--- src/rtl/pmw_consts.svh ---
// Constants of the motion wake-up unit: timing, limits, offsets and status bits
`ifndef PMW_CONSTS_SVH
`define PMW_CONSTS_SVH
`define PMW_CLK_NS       10
`define PMW_CLR_NS       35000
`define PMW_BLIND_NS     500000000
`define PMW_WIN_NS       2000000000
`define PMW_SMPL_NS      2000000
`define PMW_CFG_SMP_NS   36000
`define PMW_CFG_LOAD_NS  580000
`define PMW_ADC_LO       14'h01ff
`define PMW_ADC_HI       14'h3e01
`define PMW_BP_MAX       16'sh1fff
`define PMW_BP_MIN       -16'sh2000
`define PMW_CFG_BITS     5'h19
`define PMW_LPF_SH       2
`define PMW_HPF_SH_FAST  6
`define PMW_HPF_SH_SLOW  7
`define PMW_OFF_STATUS   8'h00
`define PMW_OFF_MASK     8'h04
`define PMW_OFF_CONFIG   8'h08
`define PMW_OFF_FRAME    8'h0c
`define PMW_OFF_STATE    8'h10
`define PMW_ST_ALARM     0
`define PMW_ST_OOR       1
`define PMW_ST_CFG       2
`define PMW_ST_SMPL      3
`define PMW_EVT_W        4
`define PMW_RESP_OKAY    2'h0
`define PMW_RESP_SLVERR  2'h2
`endif

--- src/rtl/pmw_pkg.sv ---
// Types of the motion wake-up unit: modes, states, configuration and sample carrier
package pmw_pkg;
	typedef enum logic [1:0] {
		PMW_MODE_FORCED = 2'h0,
		PMW_MODE_IRQ_RD = 2'h1,
		PMW_MODE_ALARM  = 2'h2,
		PMW_MODE_RSVD   = 2'h3
	} pmw_mode_e;
	typedef enum logic [1:0] {
		PMW_SRC_BAND = 2'h0,
		PMW_SRC_LOW  = 2'h1,
		PMW_SRC_RSVD = 2'h2,
		PMW_SRC_TEMP = 2'h3
	} pmw_src_e;
	// Gray path: evaluate -> alarm -> blind; blind -> evaluate flips both bits
	typedef enum logic [1:0] {
		PMW_ST_EVAL  = 2'h0,
		PMW_ST_ALARM = 2'h1,
		PMW_ST_BLIND = 2'h3
	} pmw_state_e;
	typedef struct packed {
		logic [7:0] threshold;
		logic [3:0] blind;
		logic [1:0] pulses;
		logic [1:0] window;
		pmw_mode_e  mode;
		pmw_src_e   source;
		logic [1:0] rsvd_hi;
		logic       hpf_low;
		logic       rsvd_lo;
		logic       no_sign;
	} pmw_cfg_s;
	typedef struct packed {
		logic        valid;
		logic [13:0] data;
	} pmw_adc_s;
endpackage : pmw_pkg

--- src/rtl/pmw_top.sv ---
// Motion wake-up unit: sampling, filters, pulse counting, alarm line, serial config, AXI4-Lite
// Behaviour
// Motion is judged only on band-pass filtered pyro samples.
// Motion unit runs only in alarm mode; host must pick that mode.
// Line is driven high once motion criteria are met in alarm mode.
// Alarm line stays high until the host clears it.
// Host clears an alarm by holding the line low at least 35 us.
// After clearing, motion detection pauses for the programmed blind period.
// Configuration is volatile and meaningless until the host loads one.
// Configuration is written only through the serial configuration input.
// Line serves as motion interrupt or as sample-ready stream signal.
// 14-bit converter input multiplexed between pyro elements and temperature sensor.
// Converter samples count only between 511 and 2^14 minus 511.
// A new sample every 2.0 to 12.5 ms.
// Low-pass and high-pass stages feed motion unit and data output.
// Mode field: 0 forced, 1 interrupt readout, 2 alarm, 3 reserved.
// Blind period is 0.5 s plus field times 0.5 s, from line fall.
// Pulse when band-pass magnitude exceeds threshold, either polarity.
// Alarm when 1 to 4 pulses fall within a 2 to 8 s window.
// All timing comes from counters on the own clock.
// While the alarm waits for clearance further motion is ignored.
`include "pmw_consts.svh"
module pmw_top #(
	parameter logic [31:0] SMPL_CYC   = (`PMW_SMPL_NS + `PMW_CLK_NS - 1) / `PMW_CLK_NS,
	parameter logic [31:0] BLIND_CYC  = `PMW_BLIND_NS / `PMW_CLK_NS,
	parameter logic [31:0] WIN_CYC    = `PMW_WIN_NS / `PMW_CLK_NS,
	parameter logic [31:0] LOAD_CYC   = (`PMW_CFG_LOAD_NS + `PMW_CLK_NS - 1) / `PMW_CLK_NS,
	parameter logic [31:0] CFG_SMP_CYC = (`PMW_CFG_SMP_NS + `PMW_CLK_NS - 1) / `PMW_CLK_NS
) (
	// Clock and reset
	input  wire logic              I_MCLK,
	input  wire logic              I_RESETN,
	// Converter
	input  wire pmw_pkg::pmw_adc_s I_ADC,
	output logic                   O_ADC_START,
	output logic                   O_ADC_MUX_TEMP,
	// Wake-up line and serial configuration input
	input  wire logic              I_DL_IN,
	output logic                   O_DL_OUT,
	output logic                   O_DL_OE,
	input  wire logic              I_CFG_SERIAL,
	// AXI4-Lite slave
	input  wire logic [7:0]        I_AWADDR,
	input  wire logic              I_AWVALID,
	output logic                   O_AWREADY,
	input  wire logic [31:0]       I_WDATA,
	input  wire logic [3:0]        I_WSTRB,
	input  wire logic              I_WVALID,
	output logic                   O_WREADY,
	output logic [1:0]             O_BRESP,
	output logic                   O_BVALID,
	input  wire logic              I_BREADY,
	input  wire logic [7:0]        I_ARADDR,
	input  wire logic              I_ARVALID,
	output logic                   O_ARREADY,
	output logic [31:0]            O_RDATA,
	output logic [1:0]             O_RRESP,
	output logic                   O_RVALID,
	input  wire logic              I_RREADY,
	// Interrupt
	output logic                   O_IRQ
);
	import pmw_pkg::*;

	localparam logic [11:0] CLR_CYC = 12'((`PMW_CLR_NS + `PMW_CLK_NS - 1) / `PMW_CLK_NS);

	pmw_cfg_s            cfg;
	logic                cfg_loaded;
	logic [24:0]         cfg_shift;
	logic [4:0]          cfg_bits;
	logic [31:0]         cfg_cnt;
	logic                cfg_armed;
	logic                cfg_prev;
	logic [31:0]         smp_cnt;
	logic                smp_temp;
	logic signed [15:0]  lp;
	logic signed [15:0]  base;
	logic                above_prev;
	logic                last_neg;
	logic [2:0]          pulse_cnt;
	logic [31:0]         win_cnt;
	pmw_state_e          state;
	logic [31:0]         blind_cnt;
	logic [11:0]         low_cnt;
	logic                rd_ready;
	logic [13:0]         frame_adc;
	logic                frame_ok;
	logic [3:0]          status;
	logic [3:0]          mask;
	logic                aw_got;
	logic                w_got;
	logic [7:0]          aw_addr;
	logic [31:0]         w_data;
	logic [3:0]          w_strb;

	// Serial configuration receiver
	wire cfg_rise  = I_CFG_SERIAL && !cfg_prev;
	wire cfg_take  = cfg_armed && (cfg_cnt == CFG_SMP_CYC - 32'h1);
	wire cfg_idle  = (cfg_cnt == LOAD_CYC - 32'h1);
	wire load_now  = cfg_idle && (cfg_bits >= `PMW_CFG_BITS);

	// Each rising edge is a bit clock; the level is taken mid-way through its hold time
	always_ff @(posedge I_MCLK) begin
		if (!I_RESETN) begin
			cfg_prev  <= 1'b0;
			cfg_cnt   <= 32'h0;
			cfg_armed <= 1'b0;
			cfg_shift <= 25'h0;
			cfg_bits  <= 5'h0;
		end else begin
			cfg_prev <= I_CFG_SERIAL;
			if (cfg_rise) begin
				cfg_cnt   <= 32'h0;
				cfg_armed <= 1'b1;
			end else if (!cfg_idle) begin
				cfg_cnt <= cfg_cnt + 32'h1;
			end
			if (cfg_take) begin
				cfg_shift <= {cfg_shift[23:0], I_CFG_SERIAL};
				cfg_armed <= 1'b0;
				if (cfg_bits != 5'h1f) begin
					cfg_bits <= cfg_bits + 5'h1;
				end
			end else if (cfg_idle) begin
				cfg_bits <= 5'h0;
			end
		end
	end

	// Configuration latch; alarm and readout modes stay off until a first word has landed
	always_ff @(posedge I_MCLK) begin
		if (!I_RESETN) begin
			cfg        <= '0;
			cfg_loaded <= 1'b0;
		end else if (load_now) begin
			cfg        <= pmw_cfg_s'(cfg_shift);
			cfg_loaded <= 1'b1;
		end
	end

	// Sample timer and converter mux
	wire smp_tick  = (smp_cnt == SMPL_CYC - 32'h1);
	wire in_range  = (I_ADC.data >= `PMW_ADC_LO) && (I_ADC.data <= `PMW_ADC_HI);
	wire pyro_ok   = I_ADC.valid && !smp_temp && in_range;
	wire oor_evt   = I_ADC.valid && !smp_temp && !in_range;
	assign O_ADC_START    = smp_tick;
	assign O_ADC_MUX_TEMP = (cfg.source == PMW_SRC_TEMP);

	always_ff @(posedge I_MCLK) begin
		if (!I_RESETN) begin
			smp_cnt  <= 32'h0;
			smp_temp <= 1'b0;
		end else begin
			smp_cnt <= smp_tick ? 32'h0 : smp_cnt + 32'h1;
			if (smp_tick) begin
				smp_temp <= O_ADC_MUX_TEMP;
			end
		end
	end

	// Filters: first-order low-pass, slower baseline as high-pass; band is the difference
	wire signed [15:0] x_in     = {2'h0, I_ADC.data};
	wire signed [15:0] lp_step  = (x_in - lp) >>> `PMW_LPF_SH;
	wire signed [15:0] base_d   = lp - base;
	wire signed [15:0] base_stp = cfg.hpf_low ? (base_d >>> `PMW_HPF_SH_SLOW) : (base_d >>> `PMW_HPF_SH_FAST);
	wire signed [15:0] band_w   = base_d;
	wire signed [15:0] band_c   = (band_w > `PMW_BP_MAX) ? `PMW_BP_MAX :
	                              (band_w < `PMW_BP_MIN) ? `PMW_BP_MIN : band_w;
	wire [15:0]        band_mag = band_c[15] ? 16'(-band_c) : 16'(band_c);

	// Out-of-range samples leave the filter state untouched
	always_ff @(posedge I_MCLK) begin
		if (!I_RESETN) begin
			lp   <= 16'sh0;
			base <= 16'sh0;
		end else if (pyro_ok) begin
			lp   <= lp + lp_step;
			base <= base + base_stp;
		end
	end

	// Pulse detection on the band-pass value only
	wire evaluating = cfg_loaded && (cfg.mode == PMW_MODE_ALARM) && (state == PMW_ST_EVAL);
	wire above      = band_mag > {8'h0, cfg.threshold};
	wire sign_ok    = cfg.no_sign || (pulse_cnt == 3'h0) || (band_c[15] != last_neg);
	wire pulse_evt  = evaluating && pyro_ok && above && !above_prev && sign_ok;
	wire win_end    = (pulse_cnt != 3'h0) && (win_cnt == 32'h0);
	wire hit        = pulse_evt && ({1'b0, cfg.pulses} == pulse_cnt[2:0]);
	wire [31:0] win_total   = WIN_CYC * (32'(cfg.window) + 32'h1);
	wire [31:0] blind_total = BLIND_CYC * (32'(cfg.blind) + 32'h1);

	// Window opens at the first pulse and counts down; expiry drops the tally
	always_ff @(posedge I_MCLK) begin
		if (!I_RESETN) begin
			above_prev <= 1'b0;
			last_neg   <= 1'b0;
			pulse_cnt  <= 3'h0;
			win_cnt    <= 32'h0;
		end else begin
			if (pyro_ok) begin
				above_prev <= above;
			end
			if (!evaluating || win_end || hit) begin
				pulse_cnt <= 3'h0;
			end else if (pulse_evt) begin
				pulse_cnt <= pulse_cnt + 3'h1;
				last_neg  <= band_c[15];
				if (pulse_cnt == 3'h0) begin
					win_cnt <= win_total - 32'h1;
				end
			end
			if (pulse_cnt != 3'h0 && win_cnt != 32'h0 && !(pulse_evt && pulse_cnt == 3'h0)) begin
				win_cnt <= win_cnt - 32'h1;
			end
		end
	end

	// Host clearing: line low for the full clear time while we are signalling
	wire line_low  = !I_DL_IN && O_DL_OE;
	wire clr_seen  = line_low && (low_cnt == CLR_CYC - 12'h1);
	wire smp_evt   = I_ADC.valid;
	wire rd_mode   = cfg_loaded && (cfg.mode == PMW_MODE_IRQ_RD);

	always_ff @(posedge I_MCLK) begin
		if (!I_RESETN) begin
			low_cnt <= 12'h0;
		end else if (!line_low || clr_seen) begin
			low_cnt <= 12'h0;
		end else begin
			low_cnt <= low_cnt + 12'h1;
		end
	end

	// Alarm sequencer
	pmw_state_e next_state;
	always_comb begin
		next_state = state;
		unique case (state)
			PMW_ST_EVAL:  if (hit) next_state = PMW_ST_ALARM;
			PMW_ST_ALARM: if (clr_seen) next_state = PMW_ST_BLIND;
			PMW_ST_BLIND: if (blind_cnt == 32'h0) next_state = PMW_ST_EVAL;
			default:      next_state = PMW_ST_EVAL;
		endcase
	end

	// Blind time is measured from the line's fall, so the clear time is taken off
	always_ff @(posedge I_MCLK) begin
		if (!I_RESETN) begin
			state     <= PMW_ST_EVAL;
			blind_cnt <= 32'h0;
		end else begin
			state <= next_state;
			if (state == PMW_ST_ALARM && clr_seen) begin
				blind_cnt <= blind_total - 32'(CLR_CYC);
			end else if (blind_cnt != 32'h0) begin
				blind_cnt <= blind_cnt - 32'h1;
			end
		end
	end

	// Readout-ready flag for interrupt readout mode; a new sample wins over a clear
	always_ff @(posedge I_MCLK) begin
		if (!I_RESETN) begin
			rd_ready <= 1'b0;
		end else if (rd_mode && smp_evt) begin
			rd_ready <= 1'b1;
		end else if (clr_seen || !rd_mode) begin
			rd_ready <= 1'b0;
		end
	end

	// Line drive: alarm in wake-up mode, sample-ready in readout mode
	assign O_DL_OUT = 1'b1;
	assign O_DL_OE  = (state == PMW_ST_ALARM) || rd_ready;

	// Readout frame; the ok bit returns only once a frame read has completed
	logic frame_rd_q;
	wire  rd_frame = O_RVALID && I_RREADY && frame_rd_q;
	always_ff @(posedge I_MCLK) begin
		if (!I_RESETN) begin
			frame_adc <= 14'h0;
			frame_ok  <= 1'b1;
		end else begin
			if (smp_evt) begin
				unique case (cfg.source)
					PMW_SRC_BAND: frame_adc <= band_c[13:0];
					PMW_SRC_LOW:  frame_adc <= lp[13:0];
					default:      frame_adc <= I_ADC.data;
				endcase
			end
			if (oor_evt) begin
				frame_ok <= 1'b0;
			end else if (rd_frame) begin
				frame_ok <= 1'b1;
			end
		end
	end

	// Status flags: events win over a same-cycle write-one-to-clear
	wire [3:0] evt = {smp_evt, load_now, oor_evt, hit};
	wire wr_fire   = aw_got && w_got && !O_BVALID;
	wire wr_status = wr_fire && (aw_addr == `PMW_OFF_STATUS) && w_strb[0];
	wire wr_mask   = wr_fire && (aw_addr == `PMW_OFF_MASK) && w_strb[0];
	wire wr_ok     = (aw_addr == `PMW_OFF_STATUS) || (aw_addr == `PMW_OFF_MASK);
	assign O_IRQ   = |(status & mask);

	always_ff @(posedge I_MCLK) begin
		if (!I_RESETN) begin
			status <= 4'h0;
			mask   <= 4'h0;
		end else begin
			status <= (status & ~(wr_status ? w_data[3:0] : 4'h0)) | evt;
			if (wr_mask) begin
				mask <= w_data[3:0];
			end
		end
	end

	// AXI4-Lite write: address and data taken in any order, response after both
	assign O_AWREADY = !aw_got;
	assign O_WREADY  = !w_got;
	always_ff @(posedge I_MCLK) begin
		if (!I_RESETN) begin
			aw_got   <= 1'b0;
			w_got    <= 1'b0;
			aw_addr  <= 8'h0;
			w_data   <= 32'h0;
			w_strb   <= 4'h0;
			O_BVALID <= 1'b0;
			O_BRESP  <= `PMW_RESP_OKAY;
		end else begin
			if (I_AWVALID && O_AWREADY) begin
				aw_got  <= 1'b1;
				aw_addr <= I_AWADDR;
			end
			if (I_WVALID && O_WREADY) begin
				w_got  <= 1'b1;
				w_data <= I_WDATA;
				w_strb <= I_WSTRB;
			end
			if (wr_fire) begin
				O_BVALID <= 1'b1;
				O_BRESP  <= wr_ok ? `PMW_RESP_OKAY : `PMW_RESP_SLVERR;
			end else if (O_BVALID && I_BREADY) begin
				O_BVALID <= 1'b0;
				aw_got   <= 1'b0;
				w_got    <= 1'b0;
			end
		end
	end

	// AXI4-Lite read decode
	wire [31:0] rd_mux =
		(I_ARADDR == `PMW_OFF_STATUS) ? {28'h0, status} :
		(I_ARADDR == `PMW_OFF_MASK)   ? {28'h0, mask} :
		(I_ARADDR == `PMW_OFF_CONFIG) ? {7'h0, 25'(cfg)} :
		(I_ARADDR == `PMW_OFF_FRAME)  ? {15'h0, frame_ok, 2'h0, frame_adc} :
		(I_ARADDR == `PMW_OFF_STATE)  ? {23'h0, cfg_loaded, 3'h0, pulse_cnt, 2'(state)} : 32'h0;
	wire rd_hit = (I_ARADDR == `PMW_OFF_STATUS) || (I_ARADDR == `PMW_OFF_MASK) ||
	              (I_ARADDR == `PMW_OFF_CONFIG) || (I_ARADDR == `PMW_OFF_FRAME) ||
	              (I_ARADDR == `PMW_OFF_STATE);
	assign O_ARREADY = !O_RVALID;
	always_ff @(posedge I_MCLK) begin
		if (!I_RESETN) begin
			O_RVALID   <= 1'b0;
			O_RDATA    <= 32'h0;
			O_RRESP    <= `PMW_RESP_OKAY;
			frame_rd_q <= 1'b0;
		end else if (I_ARVALID && O_ARREADY) begin
			O_RVALID   <= 1'b1;
			O_RDATA    <= rd_mux;
			O_RRESP    <= rd_hit ? `PMW_RESP_OKAY : `PMW_RESP_SLVERR;
			frame_rd_q <= (I_ARADDR == `PMW_OFF_FRAME);
		end else if (O_RVALID && I_RREADY) begin
			O_RVALID <= 1'b0;
		end
	end
endmodule : pmw_top

--- config.mk ---
export PLATFORM = sky130hd
export DESIGN_NAME = pmw_top
export DESIGN_NICKNAME = d
export VERILOG_FILES = /design/src/rtl/pmw_pkg.sv /design/src/rtl/pmw_top.sv
export VERILOG_INCLUDE_DIRS = /design/src /design/src/rtl
export SDC_FILE = /design/constraint.sdc
export NUM_CORES = 1
export LEC_CHECK = 0
export BUFFER_PORTS_ARGS = -buffer_cell sky130_fd_sc_hd__buf_2
export CORE_MARGIN = 3
export CORE_UTILIZATION = 35
export DETAILED_ROUTE_END_ITERATION = 8
export GPL_ROUTABILITY_DRIVEN = 0
export RECOVER_POWER = 100
export REMOVE_ABC_BUFFERS = 1
export SYNTH_ARGS = -nofsm -noshare
export SYNTH_HDL_FRONTEND = slang
export SYNTH_SLANG_ARGS = --single-unit
--- constraint.sdc ---
create_clock -name I_MCLK -period 8.2 [get_ports I_MCLK]
set_clock_uncertainty 0.15 [all_clocks]
set_input_delay 2.46 -clock I_MCLK [delete_from_list [all_inputs] [get_ports I_MCLK]]
set_output_delay 2.46 -clock I_MCLK [all_outputs]
set_load 0.02 [all_outputs]
==> summary.txt, run 1 <==
Synth
  – YS warnings: 0
  – Area leader, netlist: dfxtp_1
  – Top cells by area, synth: dfxtp_1 33%, ha_1 8.5%, nor2_1 6.2%, xnor2_1 4.7%, xor2_1 4.3%
  – Ys flop type: dfxtp_1
  – Post-synth EDFFs: 0
  – Most instantiated library cell after synthesis: nor2_1
  – Most frequent cells after synthesis: 309 x nor2_1, 307 x dfxtp_1, 190 x nand2_1
  – Register area share after synthesis: 0.328
  – Synthesis-stage register bit count: 307
  – Synth top area share: 0.328
  – Cell area after synthesis: 0.0187 mm2
  – Async set-reset flop share out of synthesis: 0
  – Average size of a mapped cell: 8.19 um2
  – Gate Count Post-Synth: 2285
  – Synth cell types: 79

Cells and area
  – Post-route core utilization: 0.395
  – Share of cells above drive strength 1: 0.0596
  – N_diodes: 0
  – NumNets Final: 2548
  – Area Overhead vs Synth: 11.3%

Global route
  – Initial antenna violation count: 0
  – First-pass GRT wire length: 79.1 mm
  – Top Usage Layer GRT: met2
  – Met3 Use GR: 0.0340
  – Met1 Use GR: 0.221
  – Met2 global-route usage: 0.284
  – Total GRT Usage: 0.169
  – Vias in the first global route: 15600
  – Largest net degree at the start of global routing: 103
  – Total global routing overflow: 0

Worst setup path
  – Class of the most critical setup path: reg -> reg
  – Most frequent CP cell: ha_1
  – CP max FO: 34
  – Setup slack, reg-to-reg: 580 ps
  – Startpoint Class: flip-flop
  – Slowest stage delay, CP: 640 ps
  – Crit end category: flip-flop
  – WP data arrival: 7900 ps
  – CP Data Required Time: 8480 ps
  – CP max-delay cell: ha_1

Pwr
  – Sequential Power Share: 0.213
  – Maximum vdd drop: 0.000395 V
  – Int Pwr: 4.70 mW
  – Sw Pwr: 3.75 mW
  – Net Sw Frac: 0.444
  – Clock power frac: 0.192
  – Power Density: 405 mW/mm2
  – Logic pwr share: 0.595
  – Lkg Pwr: 8.37 nW

Status
  – Failing checks: max-capacitance violations, max-slew violations
  – Outcome: complete, but fails checks

Timing
  – Final Hold Viols: 0
  – Min Clock Period, post-route: 7620 ps
  – Max_slew headroom: -1.76
  – Max Clock Freq: 131 MHz
  – Final setup viols: 0
  – RSZ-0062 raised after global routing: no
  – Worst-Margin Slew: 4140 ps
  – Setup TNS: 0 ps
  – Max Slew Vio Count: 208
  – Hold_ws: 322 ps
  – Final period util: 0.929

Clocking
  – Post-CTS Hold Fix Bufs: 0
  – Longest Clk Path Bufs: 3
  – # H-tree levels: 2
  – Clock latency on the worst-skew pair: 560 ps
  – CTS resizes: 0
  – CTS Buf Count: 36
  – CTS tree: yes
  – Clock root buffer: clkbuf_16
  – Post-CTS Setup Repair Bufs: 0
  – Clk slew on worst S/H paths: 60 ps
  – CTS Sinks: 307

Die
  – Die X: 237 um
  – Num ports: 122
  – Core box area: 0.0528 mm2
  – Die Footprint: 0.0563 mm2
  – Initial cell density of the core: 0.355
  – Rows: 84
  – Die H: 237 um

Route
  – Routed Antenna Nets: 0
  – Via count: 16100
  – Drt total wl: 48.4 mm
  – Iter 0 DRT Violations: 1089
  – DR WL/cell: 15.9 um
  – Vias per cell: 5.31
  – Drt pass-1 iters: 5
  – Final routed DRC violation total: 0

Placement
  – Dpl hpwl: 35.3 mm
  – I/O Buffers: 80

Hold path
  – Worst hold path class: reg -> reg

Job
  – Max-cap violations: 5
-- layout make-up --
class	count	area [um2]
Multi-Input combinational cell	1769	11700
Inverter	114	433
Sequential cell	307	6150
Timing Repair Buffer	96	468
Fill cell	5360	31900
Tap cell	688	861
Clock buffer	47	972
Clock inverter	16	215
-- power by group through the flow --
stage	Clock (mW)	Sequential [mW]	Combinational, mW
2_1_floorplan	0	1.79	3.87
3_3_place_gp	0	1.82	4.80
3_5_place_dp	0	1.83	4.93
4_1_cts	1.66	1.80	4.97
5_1_grt	1.72	1.82	5.62
6_report	1.62	1.80	5.03
-- flip-flops by register name (all words and copies together), names as in the netlist, 14 cells and up --
name / count
blind_cnt: 32
cfg_cnt: 32
smp_cnt: 32
win_cnt: 32
O_RDATA: 25
cfg: 25
cfg_shift: 25
base: 16
lp: 16
frame_adc: 14
-- metrics by stage --
step	std cells	power, mW	setup slack, ps	area [um2]
2_1_floorplan	2190	5.66	1200	18300
3_3_place_gp	2974	6.62	839	19700
3_5_place_dp	2974	6.76	825	19700
4_1_cts	3037	8.44	776	20900
5_1_grt	3037	9.17	54.4	20800
6_report	3037	8.45	581	20800
-- cells in the final DEF, fill, tap and decap left out, types with 8 or more instances in the layout --
cell	synthesis	final
a211oi_1	27	27
a21o_1	30	30
a21oi_1	145	145
a222oi_1	11	11
a22oi_1	19	19
a31oi_1	15	15
and3_1	34	33
buf_2	2	43
buf_4	11	10
clkbuf_1	80	50
clkbuf_16	0	36
conb_1	2	11
dfxtp_1	307	307
fa_1	21	21
ha_1	127	127
inv_1	112	111
mux2_2	8	8
mux2i_1	77	77
nand2_1	190	190
nand2b_1	24	24
nand3_1	75	75
nand4_1	24	24
nor2_1	309	309
nor2b_1	24	24
nor3_1	68	69
nor3b_1	8	8
nor4_1	29	29
nor4b_1	9	9
o211ai_1	18	18
o21a_1	9	9
o21ai_0	77	79
o21bai_1	14	14
o31ai_1	11	11
or3_1	37	37
or4_1	17	17
xnor2_1	101	101
xor2_1	93	93
-- per-layer routing --
layer | wire length, um | vias to the layer above | part of all wire
li1 | - | 8098 | -
met1 | 22300 | 7644 | 0.46
met2 | 22600 | 308 | 0.47
met3 | 2490 | 63 | 0.051
met4 | 967 | 0 | 0.020
met5 | 0 | - | 0
-- cell families (layout without fill, tap and decap cells) --
family | after synthesis | count (layout) | synth area share
XOR/XNOR | 194 | 194 | 0.0907
AO/OA/AOI/OAI | 443 | 443 | 0.154
adder cells (fa/ha/maj) | 148 | 148 | 0.107
AND/OR/NAND/NOR | 888 | 888 | 0.227
buffers and inverters | 218 | 273 | 0.0464
multiplexers | 85 | 85 | 0.0460
flip-flops | 307 | 307 | 0.328
other | 2 | 11 | 0.000401
-- path summary, 6_finish.rpt --
path,depth (start not counted),from,endpoint
worst min-delay path,1,smp_cnt[0],smp_cnt[0]
worst min register to register,1,smp_cnt[0],smp_cnt[0]
worst max register to register,30,lp[0],win_cnt[24]
worst max-delay path,30,lp[0],win_cnt[24]
-- worst max-delay path: cells and delay by family, from the launching register on --
| family | cells | cell delay [ps] |
|---|---|---|
| buf+inv | 4 | 570 |
| flops | 1 | 330 |
| fa+ha+maj | 4 | 1500 |
| compound gates | 12 | 2930 |
| xor+xnor | 1 | 210 |
| simple gates | 9 | 1780 |
No activity file was read; power rests on OpenSTA's default activity.
==> run 2: changes to the inputs <==
--- a/config.mk
+++ b/config.mk
@@ -7,6 +7,7 @@
 export NUM_CORES = 1
 export LEC_CHECK = 0
 export BUFFER_PORTS_ARGS = -buffer_cell sky130_fd_sc_hd__buf_2
+export CORE_ASPECT_RATIO = 0.75
 export CORE_MARGIN = 3
 export CORE_UTILIZATION = 35
 export DETAILED_ROUTE_END_ITERATION = 8
==> run 2 against run 1 <==
Compared with the run above:
- the run still ends with max-capacitance violations, max-slew violations left
- via count is 1.5% higher
- final area is 0.34% higher
- power is 1.2% higher
- critical path depth stayed put
- count of clock-buffer cells in the layout stayed put
- clock power hardly changed
- combinational power is 2% higher
- utilization is 0.52 points higher
- critical endpoint is now win_cnt[29]
- largest power group unchanged
- highest routed layer unchanged
==> summary.txt, run 2 (synthesis results as in run 1) <==
Worst setup path
  – Class of the most critical setup path: reg -> reg
  – CP max FO: 34 (unchanged)
  – Startpoint Class: flip-flop
  – CP Data Required Time: 8460 ps (-20 ps)
  – Crit end category: flip-flop
  – Most frequent CP cell: ha_1
  – WP data arrival: 7890 ps (about the same)
  – Slowest stage delay, CP: 640 ps (about the same)
  – CP max-delay cell: ha_1

Pwr
  – Clock power frac: 0.191 (about the same)
  – Lkg Pwr: 8.40 nW (+0.36%)
  – Sw Pwr: 3.83 mW (+2.1%)
  – Net Sw Frac: 0.448 (+0.00410)
  – Maximum vdd drop: 0.000387 V (-2.0%)
  – Int Pwr: 4.72 mW (+0.46%)
  – Logic pwr share: 0.598 (+0.003)
  – Power Density: 409 mW/mm2 (+0.86%)
  – Sequential Power Share: 0.211 (-0.002)

Clocking
  – CTS tree: yes
  – # H-tree levels: 2 (unchanged)
  – Clock latency on the worst-skew pair: 550 ps (about the same)
  – CTS Buf Count: 35 (-2.8%)
  – CTS Sinks: 307 (unchanged)
  – Clk slew on worst S/H paths: 60 ps (about the same)
  – Post-CTS Hold Fix Bufs: 0 (unchanged)
  – Longest Clk Path Bufs: 3 (unchanged)
  – Clock root buffer: clkbuf_16

Die
  – Core box area: 0.0523 mm2 (-0.97%)
  – Die X: 273 um (+15%)
  – Rows: 72 (-14%)
  – Die Footprint: 0.0563 mm2 (about the same)
  – Initial cell density of the core: 0.358 (+0.00347)
  – Num ports: 122 (unchanged)
  – Die H: 206 um (-13%)

Route
  – Drt pass-1 iters: 5 (unchanged)
  – Vias per cell: 5.35 (+0.84%)
  – Drt total wl: 50.2 mm (+3.8%)
  – Final routed DRC violation total: 0 (unchanged)
  – Via count: 16400 (+1.5%)
  – Iter 0 DRT Violations: 1102 (+1.2%)
  – DR WL/cell: 16.4 um (+3.1%)
  – Routed Antenna Nets: 0 (unchanged)

Timing
  – Max_slew headroom: -1.32 (+0.437)
  – Final Hold Viols: 0 (unchanged)
  – Min Clock Period, post-route: 7630 ps (+13.5 ps)
  – Final period util: 0.931 (+0.00165)
  – Worst-Margin Slew: 3480 ps (-656 ps)
  – Max Slew Vio Count: 164 (-21%)
  – Final setup viols: 0 (unchanged)
  – Final setup margin: 567 ps (-13.5 ps)
  – Setup TNS: 0 ps (unchanged)
  – Hold_ws: 307 ps (-14.1 ps)
  – RSZ-0062 raised after global routing: no
  – Max Clock Freq: 131 MHz (-0.18%)

Hold path
  – Worst hold path class: reg -> reg

Global route
  – Top Usage Layer GRT: met2
  – Total GRT Usage: 0.175 (+0.00652)
  – Initial antenna violation count: 1 (+1)
  – Total global routing overflow: 0 (unchanged)
  – Met3 Use GR: 0.0305 (-0.00347)
  – Largest net degree at the start of global routing: 117 (+14%)
  – Met2 global-route usage: 0.264 (-0.0205)
  – Vias in the first global route: 15300 (-1.6%)
  – Met1 Use GR: 0.256 (+0.0351)
  – First-pass GRT wire length: 80.7 mm (+2.0%)

Cells and area
  – Share of cells above drive strength 1: 0.0599 (+0.000349)
  – Most frequent cells in the layout: 309 x nor2_1, 307 x dfxtp_1, 190 x nand2_1, 145 x a21oi_1, 127 x ha_1
  – Commonest non-fill, non-tap cell in the layout: nor2_1
  – Non-Filler Instances: 3057 (+0.66%)
  – Area Overhead vs Synth: 11.6%
  – NumNets Final: 2551 (+0.12%)
  – Post-route core utilization: 0.400 (+0.00522)

Placement
  – Placed cell count: 2993 (+0.64%)
  – Dpl ws: 775 ps (-50.5 ps)
  – Dpl hpwl: 36.7 mm (+4.1%)
  – I/O Buffers: 80 (unchanged)

Status
  – Outcome: complete, but fails checks
  – Failing checks: max-capacitance violations, max-slew violations

Job
  – Max-cap violations: 4 (-1)
run 2: changes by cell type in the layout (fill, tap and decap cells not counted), moves of 2 or more:
cell and delta:
diode_2 +2, mux2_2 -2, mux2_1 +2, inv_6 +3, clkbuf_8 +3, clkinv_2 -3
run 2: critical path: cells and delay by family, from the launching register on:
family                     cells  cell delay (ps)
and+or+nand+nor               10             2020
buffers and inverters          3              390
xor gates and xnor gates       1              170
AOI/OAI and AO/OA             12             2870
adders and majority gates      4             1500
DFF                            1              340
run 2: worst paths after layout:
kind	startpoint	endpoint	slack, ps	cells past startpoint
hold / removal	low_cnt[0]	low_cnt[0]	310	1
hold reg to reg	low_cnt[0]	low_cnt[0]	310	1
setup reg to reg	lp[0]	win_cnt[29]	570	30
setup / recovery	lp[0]	win_cnt[29]	570	30
run 2: cell type report:
| cell class | count | area [um2] |
|---|---|---|
| fill | 5341 | 31300 |
| antenna | 2 | 5.00 |
| inverter | 114 | 433 |
| timing repair buffer | 100 | 488 |
| clock inverter | 15 | 229 |
| clock buffer | 47 | 981 |
| tap | 703 | 880 |
| multi-input combinational | 1769 | 11700 |
| sequential | 307 | 6150 |
run 2: routing by layer:
layer | up-vias | wire, um
li1 | 8118 | -
met1 | 7789 | 25200
met2 | 385 | 21200
met3 | 64 | 2800
met4 | 0 | 1020
met5 | - | 0
run 2: timing repair:
| action | in CTS | in global routing |
|---|---|---|
| setup endpoints to repair | 0 | 4 |
| buffers inserted | 0 | 0 |
| resized for setup | 0 | 1 |
run 2: power groups by stage:
stage,Clock [mW],Sequential (mW),Combinational (mW)
floorplan,0,1.79,3.87
global placement,0,1.82,4.90
detailed placement,0,1.83,5.04
CTS,1.68,1.80,5.07
global route,1.75,1.82,5.70
finish,1.63,1.80,5.11
run 2: per-stage QoR:
step / total power [mW] / instance area [um2]
after floorplan: 5.66 / 18300
after global placement: 6.72 / 19800
after detailed placement: 6.87 / 19800
after CTS: 8.55 / 21000
after global routing: 9.27 / 20900
final: 8.55 / 20900
